--- src/pmcb_consts.vh ---
`ifndef PMCB_CONSTS_VH
`define PMCB_CONSTS_VH

// register map: byte addresses of the seven pad registers
`define PMCB_ADDR_P0_11   32'h50020644
`define PMCB_ADDR_P0_12   32'h50020648
`define PMCB_ADDR_P0_13   32'h5002064c
`define PMCB_ADDR_P0_14   32'h50020650
`define PMCB_ADDR_P0_15   32'h50020654
`define PMCB_ADDR_P1_00   32'h50020658
`define PMCB_ADDR_P1_01   32'h5002065c
`define PMCB_ADDR_BASE    32'h50020644
`define PMCB_ADDR_LAST    32'h5002065c
`define PMCB_NUM_PADS     7
`define PMCB_IDX_W        3

// field layout
`define PMCB_REG_W        11
`define PMCB_DRV_BIT      10
`define PMCB_DP_HI        9
`define PMCB_DP_LO        8
`define PMCB_FN_HI        5
`define PMCB_FN_LO        0
`define PMCB_FN_W         6

// reset values
`define PMCB_DRV_RST      1'h0
`define PMCB_DP_RST       2'h2
`define PMCB_FN_RST       6'h00

// direction and pull codes
`define PMCB_DP_IN_NONE   2'h0
`define PMCB_DP_IN_UP     2'h1
`define PMCB_DP_IN_DOWN   2'h2
`define PMCB_DP_OUT       2'h3

`endif

--- src/pmcb_regmem.v ---
`include "pmcb_consts.vh"

// small register store with one write port and a registered read port
module pmcb_regmem #(
  parameter DEPTH = `PMCB_NUM_PADS,
  parameter AW    = `PMCB_IDX_W,
  parameter DW    = `PMCB_REG_W
) (
  // clock and reset
  input  wire          clk,
  input  wire          rst,
  // write port
  input  wire          wr_en,
  input  wire [AW-1:0] wr_idx,
  input  wire [DW-1:0] wr_data,
  // read port
  input  wire [AW-1:0] rd_idx,
  output reg  [DW-1:0] rd_data_r,
  // all entries flattened for the pad decode
  output wire [DEPTH*DW-1:0] all_flat
);

  reg [DW-1:0] mem_r [0:DEPTH-1];
  genvar g;

  // per-entry storage; reset gives pull-down input, push-pull, function 0
  generate
    for (g = 0; g < DEPTH; g = g + 1)
    begin : g_ent
      always @(posedge clk)
      begin
        if (rst)
          mem_r[g] <= {`PMCB_DRV_RST, `PMCB_DP_RST, 2'h0, `PMCB_FN_RST};
        else if (wr_en && wr_idx == g)
          mem_r[g] <= wr_data;
      end
      assign all_flat[g*DW +: DW] = mem_r[g];
    end
  endgenerate

  // registered read; out-of-range index reads zero
  always @(posedge clk)
  begin
    if (rst)
      rd_data_r <= {DW{1'b0}};
    else if (rd_idx < DEPTH)
      rd_data_r <= mem_r[rd_idx];
    else
      rd_data_r <= {DW{1'b0}};
  end

endmodule // pmcb_regmem

--- src/pmcb_bank.v ---
// Notes on behaviour
// - code 00: input, no pull resistor
// - code 01: input with pull-up
// - code 10: input with pull-down, reset value
// - code 11: output, no pull resistor
// - analog mode ignores direction and pull field
//
// Our own choice: the address-and-strobe port.
`include "pmcb_consts.vh"

module pmcb_bank #(
  parameter NPAD = `PMCB_NUM_PADS
) (
  // clock and reset
  input  wire              clk,
  input  wire              rst,
  // register port
  input  wire [31:0]       addr,
  input  wire [31:0]       wdata,
  input  wire              wr,
  input  wire              rd,
  output wire [31:0]       rdata_r,
  // analog mode per pad, from the converter
  input  wire [NPAD-1:0]   analog_mode,
  // pad controls
  output reg  [NPAD-1:0]   pad_out_en_r,
  output reg  [NPAD-1:0]   pad_in_en_r,
  output reg  [NPAD-1:0]   pad_pull_up_r,
  output reg  [NPAD-1:0]   pad_pull_down_r,
  output reg  [NPAD-1:0]   pad_open_drain_r,
  output reg  [NPAD*`PMCB_FN_W-1:0] pad_func_r
);

  localparam RW = `PMCB_REG_W;

  // word index of an address, valid flag in the top bit
  function [`PMCB_IDX_W:0] addr_dec;
    input [31:0] a;
    reg   [31:0] off;
    begin
      off = a - `PMCB_ADDR_BASE;
      if (a >= `PMCB_ADDR_BASE && a <= `PMCB_ADDR_LAST && a[1:0] == 2'h0)
        addr_dec = {1'b1, off[`PMCB_IDX_W+1:2]};
      else
        addr_dec = {1'b0, {`PMCB_IDX_W{1'b0}}};
    end
  endfunction

  wire [`PMCB_IDX_W:0] wr_dec = addr_dec(addr);
  wire                 wr_hit = wr & wr_dec[`PMCB_IDX_W];
  wire [RW-1:0]        wr_val;
  wire [RW-1:0]        rd_val;
  wire [NPAD*RW-1:0]   regs;
  wire [`PMCB_IDX_W-1:0] rd_sel;

  // no read hit steers the read port to an unused index, which reads zero;
  // keeps rdata_r a plain flop output, but NPAD must stay below 2**IDX_W
  assign rd_sel = (rd & wr_dec[`PMCB_IDX_W]) ? wr_dec[`PMCB_IDX_W-1:0] :
                  {`PMCB_IDX_W{1'b1}};

  // reserved bits 7:6 never stored, so they read zero
  assign wr_val = {wdata[`PMCB_DRV_BIT], wdata[`PMCB_DP_HI:`PMCB_DP_LO],
                   2'h0, wdata[`PMCB_FN_HI:`PMCB_FN_LO]};

  pmcb_regmem #(
    .DEPTH (NPAD),
    .AW    (`PMCB_IDX_W),
    .DW    (RW)
  ) u_mem (
    .clk       (clk),
    .rst       (rst),
    .wr_en     (wr_hit),
    .wr_idx    (wr_dec[`PMCB_IDX_W-1:0]),
    .wr_data   (wr_val),
    .rd_idx    (rd_sel),
    .rd_data_r (rd_val),
    .all_flat  (regs)
  );

  // read data stand only in the cycle after the strobe, zero otherwise
  assign rdata_r = {{(32-RW){1'b0}}, rd_val};

  // per-pad decode of the direction and pull field, outputs registered
  genvar p;
  generate
    for (p = 0; p < NPAD; p = p + 1)
    begin : g_pad
      wire [1:0] dp  = regs[p*RW+`PMCB_DP_LO +: 2];
      wire       drv = regs[p*RW+`PMCB_DRV_BIT];
      always @(posedge clk)
      begin
        if (rst)
        begin
          pad_out_en_r[p]     <= 1'b0;
          pad_in_en_r[p]      <= 1'b1;
          pad_pull_up_r[p]    <= 1'b0;
          pad_pull_down_r[p]  <= 1'b1;
          pad_open_drain_r[p] <= `PMCB_DRV_RST;
          pad_func_r[p*`PMCB_FN_W +: `PMCB_FN_W] <= `PMCB_FN_RST;
        end
        else
        begin
          pad_func_r[p*`PMCB_FN_W +: `PMCB_FN_W] <=
            regs[p*RW+`PMCB_FN_LO +: `PMCB_FN_W];
          pad_open_drain_r[p] <= drv;
          if (analog_mode[p])
          begin
            // analog pad: digital buffers and pulls off
            pad_out_en_r[p]    <= 1'b0;
            pad_in_en_r[p]     <= 1'b0;
            pad_pull_up_r[p]   <= 1'b0;
            pad_pull_down_r[p] <= 1'b0;
          end
          else
          begin
            case (dp)
              `PMCB_DP_IN_NONE:
              begin
                pad_out_en_r[p]    <= 1'b0;
                pad_in_en_r[p]     <= 1'b1;
                pad_pull_up_r[p]   <= 1'b0;
                pad_pull_down_r[p] <= 1'b0;
              end
              `PMCB_DP_IN_UP:
              begin
                pad_out_en_r[p]    <= 1'b0;
                pad_in_en_r[p]     <= 1'b1;
                pad_pull_up_r[p]   <= 1'b1;
                pad_pull_down_r[p] <= 1'b0;
              end
              `PMCB_DP_IN_DOWN:
              begin
                pad_out_en_r[p]    <= 1'b0;
                pad_in_en_r[p]     <= 1'b1;
                pad_pull_up_r[p]   <= 1'b0;
                pad_pull_down_r[p] <= 1'b1;
              end
              default:
              begin
                pad_out_en_r[p]    <= 1'b1;
                pad_in_en_r[p]     <= 1'b0;
                pad_pull_up_r[p]   <= 1'b0;
                pad_pull_down_r[p] <= 1'b0;
              end
            endcase
          end
        end
      end
    end
  endgenerate

endmodule // pmcb_bank

--- config.mk ---
export PLATFORM = sky130hd
export DESIGN_NAME = pmcb_bank
export DESIGN_NICKNAME = d
export VERILOG_FILES = /design/src/pmcb_regmem.v /design/src/pmcb_bank.v
export VERILOG_INCLUDE_DIRS = /design/src
export SDC_FILE = /design/constraint.sdc
export NUM_CORES = 1
export LEC_CHECK = 0
export CORE_MARGIN = 2
export CORE_UTILIZATION = 25
export CTS_CLUSTER_SIZE = 8
export DETAILED_ROUTE_END_ITERATION = 6
export DONT_BUFFER_PORTS = 1
export RECOVER_POWER = 25
export SLEW_MARGIN = 5
export SYNTH_ARGS = -nofsm -noshare
export SYNTH_HDL_FRONTEND = slang
export SYNTH_SLANG_ARGS = --single-unit
export TNS_END_PERCENT = 50
--- constraint.sdc ---
create_clock -name clk -period 4.7 [get_ports clk]
set_clock_uncertainty 0.2 [all_clocks]
set_input_delay 0.235 -clock clk [delete_from_list [all_inputs] [get_ports clk]]
set_output_delay 0.235 -clock clk [all_outputs]
set_load 0.05 [all_outputs]
# Yosys cells after proc, flatten, opt, wreduce, memory -nomap -nowiden
# Memories as Yosys holds them, arrays and structs flattened. A register that Yosys moved wholly into a read port is not among the register bits.
# Index checks and enable logic that the tools add are counted.
# classes
add_sub_neg	1
order_cmp	3
eq_ne	20
n_mux	74
bitwise	10
reduce_logical	33
# op_table
op	n
$mux W1	65
$mux W9	7
$ge A32 B31 Y1 const B	1
$le A32 B31 Y1 const B	1
$reduce_or A3 Y1	7
$logic_not A2 Y1	8
$reduce_or A2 Y1	8
$eq A2 B1 Y1 const B	7
$eq A2 B2 Y1 const B	7
$eq A3 B3 Y1 const B	3
$logic_and A1 B1 Y1	9
$or A1 B1 Y1	7
$eq A3 B2 Y1 const B	2
$sub A5 B3 Y5 const B	1
$mux W4	1
$eq A3 B1 Y1 const B	1
$logic_not A3 Y1	1
$lt A3 B3 Y1 const B	1
$mux W3	1
$and A1 B1 Y1	2
$not A1 Y1	1
# totals
ff_bits	88
ram_bits	63
inputBits	75
elab_cells	185
n_memories	1
# mem_list
name	words	width	rd	rd_clocked_by_memory_dff	write_ports	line_no	source
u_mem.mem_r	7	9	8	1	7	pmcb_regmem.v:23	reg [DW-1:0] mem_r [0:DEPTH-1];

# Depth between registers and ports, before layout
# Gate-level depths: netlist of run 1.
# logic_depth
depth_word	10
ltp_mapped	12
mapped_depth_nobuf	9

# Modules after synthesis
# From an unflattened synthesis of run 1, not the netlist that was laid out.
# unflattened
hier_cells	537
hier_area_um2	6575.1
# by_module_without_submodules
mod	n_inst	cells_per_inst	area_per_inst_um2
pmcb_regmem	1	287	3942.5
pmcb_bank	1	250	2632.5

# Least setup slack after synthesis of run 1
# No wires, ideal clock.
# synth_path
kind	in2reg
startpoint	in addr[2]
endpoint	mem u_mem.mem_r[1][0] (netlist name), enable pin
setup_ps	283
arrival_ps	2773
setup_slack_ps	1443
cell_stages	12
path_buffers	3
cell_sequence	clkbuf_1 inv_1 clkbuf_1 ha_1 or3b_2 a211oi_1 o22ai_1 o21a_1 nand2_1 nor2_1 clkbuf_1 a41o_1
# synth_rtl
element	line_no	source
start, declared	pmcb_bank.v:18	input wire [31:0] addr,
end, declared	pmcb_regmem.v:23	

==> metrics.cfg, run 1 <==
[outcome]
status=finished clean

[grt]
grt_start_max_net_pins=55
antenna_found_initial=0
grt_overflow=0
grt_usage_pct=12.5
grt_pass1_vias=3726
grt_pass1_wl_mm=22.0

[pwr]
p_sw_share_pct=27.7
pwr_density_cell_nw_per_um2=461
p_clk_share_pct=44.4
p_switching_w=0.000870
ir_drop_v=0.000190
total_leakage_power_nw=2.66
p_comb_share_pct=6.0
internal_power_w=0.00228
power_frac_seq_pct=49.6

[logic_synthesis]
synth-seq-cells=149
synth_area_leader_cell=edfxtp_1
syn-cell-area_sq_um=5770
postSynthAreaPerCell_sq_um=11.6
ys_seq_area_share_pct=62.6
yosysTopAreaCellShare_pct=32.8
yosys_warnings=0
ys.flop_type=dfxtp_1
syn_inst=499
ys_top_cells_by_area=edfxtp_1 33%, dfxtp_1 30%, nor2b_1 4.0%, and2_1 3.8%, buf_4 3.0%
synth-async-reset-ratio_pct=0
synth-edff-count=63
synth_cell_types=48

[timing]
fmax_mhz=294
worst-slew-pin-transition_ns=1.09
hold_violations=0
finalSetupViolCount=0
slew_viol_final=0
tns_ns=0
period_needed_ns=3.40
hold-worst-slack_ns=0.0127
rsz0062_at_grt=false
fin_ws_ns=1.30
min_period_over_period_pct=72.3
slew-limit-headroom_pct=26.9

[final_layout]
utilization_pct=30.1
area_delta_synth_final_pct=18.2
instances_no_fill=823
final_layout_size_suffix_gt1_share_pct=9.29
n_antenna_cell=0
final_nets=603

[critical_path]
path_cells=inv_1 > ha_1 > nand2_1 > nor2_1 > nand2_1 > nor3_1 > nand2b_1 > dlygate4sd3_1
cp.arrival_ns=3.38
crit_type=input pin to flop
cp_max_fo=25
worstSetupEndpointType=flop
cpPeakStageDelay_ns=0.75
start_kind=input pin
slowest_stage=ha_1
required_ns=4.68
worst_path_most_repeated_cell=nand2_1

[floorplanning]
coreArea_sq_um=22600
dieArea_sq_um=24300
die_y_um=156
io_pins=184
initial_core_util_pct=25.5
fp.dieW_um=156
row_count=55

[detailed_routing]
first_iter_violations=254
firstDrtPassIters=4
vias=3650
wl_per_cell_um=18.3
drt-total-wl_mm=15.1
route.detailed.drc=0
viasPerCell=4.43
ant_nets=0

[clock_tree]
cts.clk_slew.worst_paths_ns=0.07
clock_latency_ns=0.42
htreeDepth=4
cts.repair.resized=0
root_buffer=clkbuf_16
tritoncts=built
clk_path_buf_depth=2
cts.sink_count=149
numCtsBuffers=17

[placement]
dp_hpwl_mm=10.6
placedCellCount=770
pre_cts_ws_ns=1.17
gp_congestion=0.767
port_buffers=0

[min_path]
hold_class=input pin to flop

[flow_run]
maxCapViolCount=0

[layout make-up]
class	instances	area, sq um
fillers	2308	15800
inverters	19	71.3
clock inverters	14	164
clock buffers	18	439
flip-flops and latches	149	3610
multi-input cells	309	1900
repair buffers	29	277
well taps	285	357
[per-layer routing]
layer | GRT usage (%) | part of all wire [%] | wire, um
met1 | 15.6 | 45 | 6810
met2 | 20.0 | 46 | 6960
met3 | 4.36 | 7.0 | 1060
met4 | 4.81 | 1.6 | 235
met5 | 0 | 0 | 0
[stage by stage]
step	total power, W	area, sq um
6_report	0.00315	6820
5_1_grt	0.00325	6820
4_1_cts	0.00318	6830
3_5_place_dp	0.00175	6000
3_3_place_gp	0.00175	6000
2_1_floorplan	0.00172	5860
[critical path: cells and delay by family]
kind | cells | cell delay, ns
buffers and inverters | 2 | 0.99
adder cells (fa/ha/maj) | 1 | 0.75
AND/OR/NAND/NOR | 5 | 1.39
[final timing paths]
| path | start | end | slack [ns] | depth (start not counted) |
|---|---|---|---|---|
| worst max-delay path | addr[2] | u_mem.mem_r[1][7] | 1.30 | 8 |
| worst min-delay path | rst | pad_in_en_r[0] | 0.01 | 2 |
| worst max register to register | u_mem.mem_r[0][6] | u_mem.rd_data_r[8] | 3.14 | 3 |
| worst min register to register | u_mem.mem_r[5][3] | pad_func_r[33] | 0.28 | 1 |
[flip-flops by register name (all words and copies together), names as in the netlist]
signal,cells
pad_func_r,42
pad_in_en_r,7
pad_open_drain_r,7
pad_out_en_r,7
pad_pull_down_r,7
pad_pull_up_r,7
u_mem.mem_r,63
u_mem.rd_data_r,9
[cells by family after synthesis]
| kind of cell | synth area share [%] |
|---|---|
| simple gates | 20.8 |
| flops | 62.6 |
| compound gates | 9.69 |
| buf+inv | 5.87 |
| fa+ha+maj | 0.650 |
| xor+xnor | 0.303 |
| other cells | 0.0650 |
[power groups by stage]
stage | combinational, W | sequential, W | clock (W)
after floorplan | 0.000148 | 0.00157 | 0
after global placement | 0.000156 | 0.00159 | 0
after detailed placement | 0.000159 | 0.00159 | 0
after CTS | 0.000191 | 0.00156 | 0.00143
after global routing | 0.000206 | 0.00157 | 0.00148
final | 0.000188 | 0.00156 | 0.00140
[what timing repair did]
| action | 4_1_cts | 5_1_grt |
|---|---|---|
| setup buffers | 0 | 0 |
| hold endpoints to repair | 140 | 0 |
| hold buffers | 21 | 0 |
[cells in the final DEF, fill, tap and decap left out, types with 3 or more instances in the layout]
| master | n |
|---|---|
| nand3b_1 | 4 |
| a22o_1 | 9 |
| and2_1 | 35 |
| inv_6 | 4 |
| nor4_1 | 4 |
| clkinv_4 | 3 |
| nand2b_1 | 9 |
| nor2b_1 | 37 |
| dfxtp_1 | 86 |
| a21oi_1 | 7 |
| dlygate4sd3_1 | 20 |
| nand2_1 | 23 |
| conb_1 | 23 |
| o21ai_0 | 17 |
| o22a_1 | 3 |
| o221ai_1 | 9 |
| nand3_1 | 3 |
| a21o_1 | 8 |
| ha_1 | 3 |
| a221o_1 | 9 |
| buf_4 | 7 |
| and4_1 | 9 |
| and3_1 | 24 |
| inv_1 | 19 |
| nor2_1 | 35 |
| nor3_1 | 12 |
| clkbuf_16 | 17 |
| edfxtp_1 | 63 |
| o31ai_1 | 3 |
[cells in the mapped netlist (4+ instances only)]
master    instances
and4_1            9
and2_1           35
dfxtp_1          86
nor3_1           12
nor2_1           35
nor2b_1          37
a22o_1            9
a221o_1           9
o221ai_1          9
inv_1            19
nand3b_1          4
nand2_1          23
nand2b_1          9
a21o_1            8
nor4_1            4
edfxtp_1         63
a21oi_1           7
clkbuf_1         17
buf_4            23
o21ai_0          17
and3_1           24
Power figures use the tool's default switching activity.
==> run 2: changes to the inputs <==
clock period = 3.2 ns   (was 4.7 ns; I/O delays follow)
==> run 2 against run 1 <==
Compared with the run above:
- first-iteration DRC count grew 3.9%
- sequential share of layout area decreased by 0.57 points
- combinational power grew 54%
- critical endpoint is now u_mem.mem_r[3][0]
- highest routed layer unchanged
==> metrics.cfg, run 2 (synthesis gave the netlist of run 1 again) <==
[outcome]
status=finished clean

[critical_path]
r2r-start=u_mem.mem_r[0][6]
worstSetupEndpointType=flop
cp_max_fo=7
startpoint=addr[27]
crit_type=input pin to flop
required_ns=3.13
cp.arrival_ns=2.40
start_kind=input pin
r2r_slack_ns=1.67

[timing]
finalSetupViolCount=0
slew-limit-headroom_pct=32.0
slew_viol_final=0
fmax_mhz=405
period_needed_ns=2.47
min_period_over_period_pct=77.1
hold_violations=0
rsz0062_at_grt=false
hold-worst-slack_ns=0.0309
tns_ns=0
worst-slew-pin-transition_ns=1.01

[min_path]
hold_class=input pin to flop
hold_start=addr[2]

[final_layout]
top_register=u_mem.mem_r
final_common_cell=dfxtp_1
utilization_pct=30.5
final_cell_mix=86 x dfxtp_1, 63 x edfxtp_1, 37 x nor2b_1
fill_cells=2297
n_antenna_cell=0
area_delta_synth_final_pct=19.5
final_nets=615
instances_no_fill=835
final_area_sq_um=6900
top_regs=u_mem.mem_r (63), pad_func_r (42), u_mem.rd_data_r (9)
largest_reg_flops=63
final_layout_size_suffix_gt1_share_pct=11.1

[clock_tree]
numCtsBuffers=17
cts.clk_slew.worst_paths_ns=0.07
cts.sink_count=149
clock_latency_ns=0.43
cts.repair.resized=0
tritoncts=built
clk_path_buf_depth=2
htreeDepth=4
post_cts_buffers=0
root_buffer=clkbuf_16

[placement]
dp_hpwl_mm=10.6
placedCellCount=780
port_buffers=0
place_area_sq_um=6080
gp_congestion=0.776

[detailed_routing]
first_iter_violations=264
viasPerCell=4.48
wl_per_cell_um=17.8
drt-total-wl_mm=14.9
vias=3740
firstDrtPassIters=4
ant_nets=0
route.detailed.drc=0

[floorplanning]
die_y_um=156
fp.dieW_um=156
row_count=55
coreArea_sq_um=22600
dieArea_sq_um=24300
io_pins=184
initial_core_util_pct=25.5

[grt]
grt_pass1_wl_mm=22.0
grt_start_max_net_pins=56
grt_pass1_vias=3716
grt_overflow=0
grt_usage_pct=12.4
antenna_found_initial=0

[flow_run]
maxCapViolCount=0

[pwr]
total_leakage_power_nw=2.72
pwr_density_cell_nw_per_um2=655
ir_drop_v=0.000292

-- run 2: cell count changes in the layout (fill, tap and decap cells not counted) --
cell           before  now
clkbuf_16          17   18
clkbuf_8            1    0
buf_4               7   18
inv_8               2    4
clkbuf_1            1    0
dlygate4sd3_1      20   22
inv_6               4    5
bufinv_16           2    0
clkinvlp_4          2    1
-- run 2: per-layer routing --
metal | part of all wire [%] | track usage, % | routed length, um | vias up
met2 | 48 | 19.9 | 7080 | 131
met4 | 1.1 | 4.94 | 171 | 0
met5 | 0 | 0 | 0 | -
met3 | 6.4 | 3.75 | 945 | 8
li1 | - | - | - | 1794
met1 | 45 | 15.6 | 6680 | 1807
-- run 2: metrics by stage --
step,worst slack (ns),total power (W)
final,0.733,0.00452
after global routing,0.599,0.00468
after CTS,0.732,0.00457
after detailed placement,0.274,0.00258
after global placement,0.328,0.00257
after floorplan,0.0182,0.00253
-- run 2: path summary, 6_finish.rpt --
check                       end  depth (start not counted)
min reg2reg       pad_func_r[2]                          2
max reg2reg  u_mem.rd_data_r[8]                          3
min          u_mem.rd_data_r[4]                          3
max           u_mem.mem_r[3][0]                          8
-- run 2: area by class of cell --
class,instances,area (sq um),share of cell area (%)
Tap cell,285,357,5.17
Sequential cell,149,3610,52.4
Clock inverter,14,128,1.85
Inverter,19,71.3,1.03
Timing Repair Buffer,41,375,5.44
Clock buffer,18,450,6.53
Multi-Input combinational cell,309,1900,27.6
-- run 2: what timing repair did --
| item | 4_1_cts | 5_1_grt |
|---|---|---|
| hold endpoints to repair | 145 | 0 |
| setup endpoints to repair | 0 | 0 |
| hold buffers | 23 | 0 |
-- run 2: worst max-delay path: stages --
cell	delay [ns]
or4_4	0.53
and4bb_1	0.30
o2111ai_2	0.14
o21bai_2	0.24
nand2_1	0.10
buf_4	0.17
o31ai_1	0.48
buf_4	0.26
-- run 2: power breakdown --
group | internal (W) | switching (W) | total (W)
sequential | 0.00207 | 0.000224 | 0.00229
clock | 0.00107 | 0.000864 | 0.00194
combinational | 0.0000909 | 0.000198 | 0.000289
total | 0.00323 | 0.00129 | 0.00452
==> run 3: changes to the inputs <==
clock period = 2 ns   (was 3.2 ns; I/O delays follow)
==> run 3 against run 2 <==
Compared with the run above:
- register-to-register slack worse by 1.6 ns
- largest power group unchanged
- global-route usage grew 0.27 points
- clock power up 64%
- the flow now finishes with violations (negative hold slack, negative setup slack)
- critical endpoint is now u_mem.rd_data_r[0]
- combinational power rose by 93%
- sequential share of layout area fell by 4.2 points
- sequential power grew 60%
- power increased by 64%
- setup slack worse by 0.84 ns
==> metrics.cfg, run 3 (synthesis gave the netlist of run 1 again) <==
[clock_tree]
cts.sink_count=149
numCtsBuffers=17
root_buffer=clkbuf_16
cts.clk_slew.worst_paths_ns=0.07
clk_path_buf_depth=2
tritoncts=built
clock_latency_ns=0.43
htreeDepth=4

[timing]
slew_viol_final=0
slew-limit-headroom_pct=61.3
period_needed_ns=2.11
min_period_over_period_pct=105
finalSetupViolCount=110
hold_violations=32
fin_ws_ns=-0.105
hold-worst-slack_ns=-0.195
tns_ns=-6.03
fmax_mhz=475
worst-slew-pin-transition_ns=0.580
rsz0062_at_grt=true

[outcome]
status=finished with violations
violations=negative hold slack, negative setup slack

[grt]
grt_pass1_vias=3938
met3_usage_pct=4.58
top_usage_layer=met2
grt_use_met1_pct=15.5
antenna_found_initial=2
grt_usage_pct=12.7
met2_usage_pct=20.8
grt_start_max_net_pins=59
grt_pass1_wl_mm=22.7
grt_overflow=0

[placement]
dp_hpwl_mm=10.9
port_buffers=0
placedCellCount=795
gp_congestion=0.773

[critical_path]
critPathBufInv=1
path_cells=or4_4 > and4bb_1 > o2111ai_2 > buf_4 > o21a_4 > and4b_2 > a221o_1 > a22o_1
worstSetupEndpointType=flop
required_ns=2.12
start_kind=input pin
cp_max_fo=4
slowest_stage=or4_4
reg2reg_depth=5
cpPeakStageDelay_ns=0.52
critPathTopFamily=simple AND/OR/NAND/NOR gates
crit_type=input pin to flop
cp_num_cells=8
cp.arrival_ns=2.23

[final_layout]
instances_no_fill=872
utilization_pct=33.2
final_layout_size_suffix_gt1_share_pct=17.7
top_regs=u_mem.mem_r (63), pad_func_r (42), u_mem.rd_data_r (9)
area_delta_synth_final_pct=30.0
final_cell_mix=86 x dfxtp_1, 63 x edfxtp_1, 37 x nor2b_1
largest_reg_flops=63
final_nets=651
top_register=u_mem.mem_r
final_common_cell=dfxtp_1

[floorplanning]
initial_core_util_pct=25.5
die_y_um=156
coreArea_sq_um=22600
io_pins=184
row_count=55
dieArea_sq_um=24300
fp.dieW_um=156

[min_path]
hold_class=input pin to flop
hold_depth=3

[pwr]
pwr_density_cell_nw_per_um2=988
ir_drop_v=0.000517
power.total_w=0.00741
total_leakage_power_nw=2.98

[detailed_routing]
firstDrtPassIters=4
vias=3977
ant_nets=0
first_iter_violations=339
wl_per_cell_um=18.4
route.detailed.drc=0
drt-total-wl_mm=16.1
viasPerCell=4.56

[flow_run]
maxCapViolCount=0

==> run 3: changes by cell type in the layout (fill, tap and decap cells not counted), sizes merged <==
cell | before | now
a21o | 8 | 9
and4b | 1 | 2
buf | 19 | 39
bufinv | 0 | 1
clkbuf | 18 | 19
clkinv | 4 | 2
clkinvlp | 1 | 2
diode | 0 | 1
dlygate4sd3 | 22 | 34
dlymetal6s4s | 0 | 1
==> run 3: worst reg2reg max path: stages (launching register included) <==
cell and delay (ns):
edfxtp_1 0.38, nor2_1 0.12, a21oi_1 0.05, dlygate4sd3_1 0.55, a221o_1 0.34, a22o_1 0.20
==> run 3: layout make-up <==
type | count | area (sq um)
antenna | 1 | 2.50
timing repair buffer | 75 | 767
tap | 285 | 357
inverter | 19 | 83.8
clock inverter | 14 | 151
multi-input combinational | 311 | 2100
fill | 2242 | 15100
clock buffer | 18 | 429
sequential | 149 | 3610
==> run 3: through the flow <==
stage | instance area (sq um) | worst slack (ns) | hold slack (ns)
3_5_place_dp | 6380 | -0.627 | -0.0209
2_1_floorplan | 6040 | -0.553 | -0.0232
4_1_cts | 7360 | -0.0636 | -0.370
6_report | 7510 | -0.105 | -0.195
5_1_grt | 7510 | -0.179 | -0.212
3_3_place_gp | 6380 | -0.570 | -0.0202
==> run 3: layer usage <==
metal | wire (um) | part of all wire [%]
met1 | 7060 | 44
met2 | 7430 | 46
met3 | 1360 | 8.4
met4 | 227 | 1.4
met5 | 13 | 0.081
==> run 3: path summary, 6_finish.rpt <==
path                                         from  slack, ns                  to
worst max register to register  u_mem.mem_r[1][1]       0.04  u_mem.rd_data_r[1]
worst max-delay path                     addr[27]      -0.11  u_mem.rd_data_r[0]
worst min-delay path                      addr[2]      -0.19   u_mem.mem_r[1][7]
worst min register to register  u_mem.mem_r[1][4]       0.29      pad_func_r[10]
==> run 3: timing repair <==
action                                  CTS  global route
hold endpoints to repair                187            34
cloned                                    0             4
hold buffers                             35             1
endpoints found under the setup margin   92           133
buffers inserted                          0             4
gates resized for setup                  10            16
pin swaps                                 4            14
==> run 3: report_power, final <==
group	internal [W]	switching [W]	total, W
Sequential	0.00331	0.000361	0.00367
Clock	0.00178	0.00141	0.00319
Combinational	0.000207	0.000350	0.000557
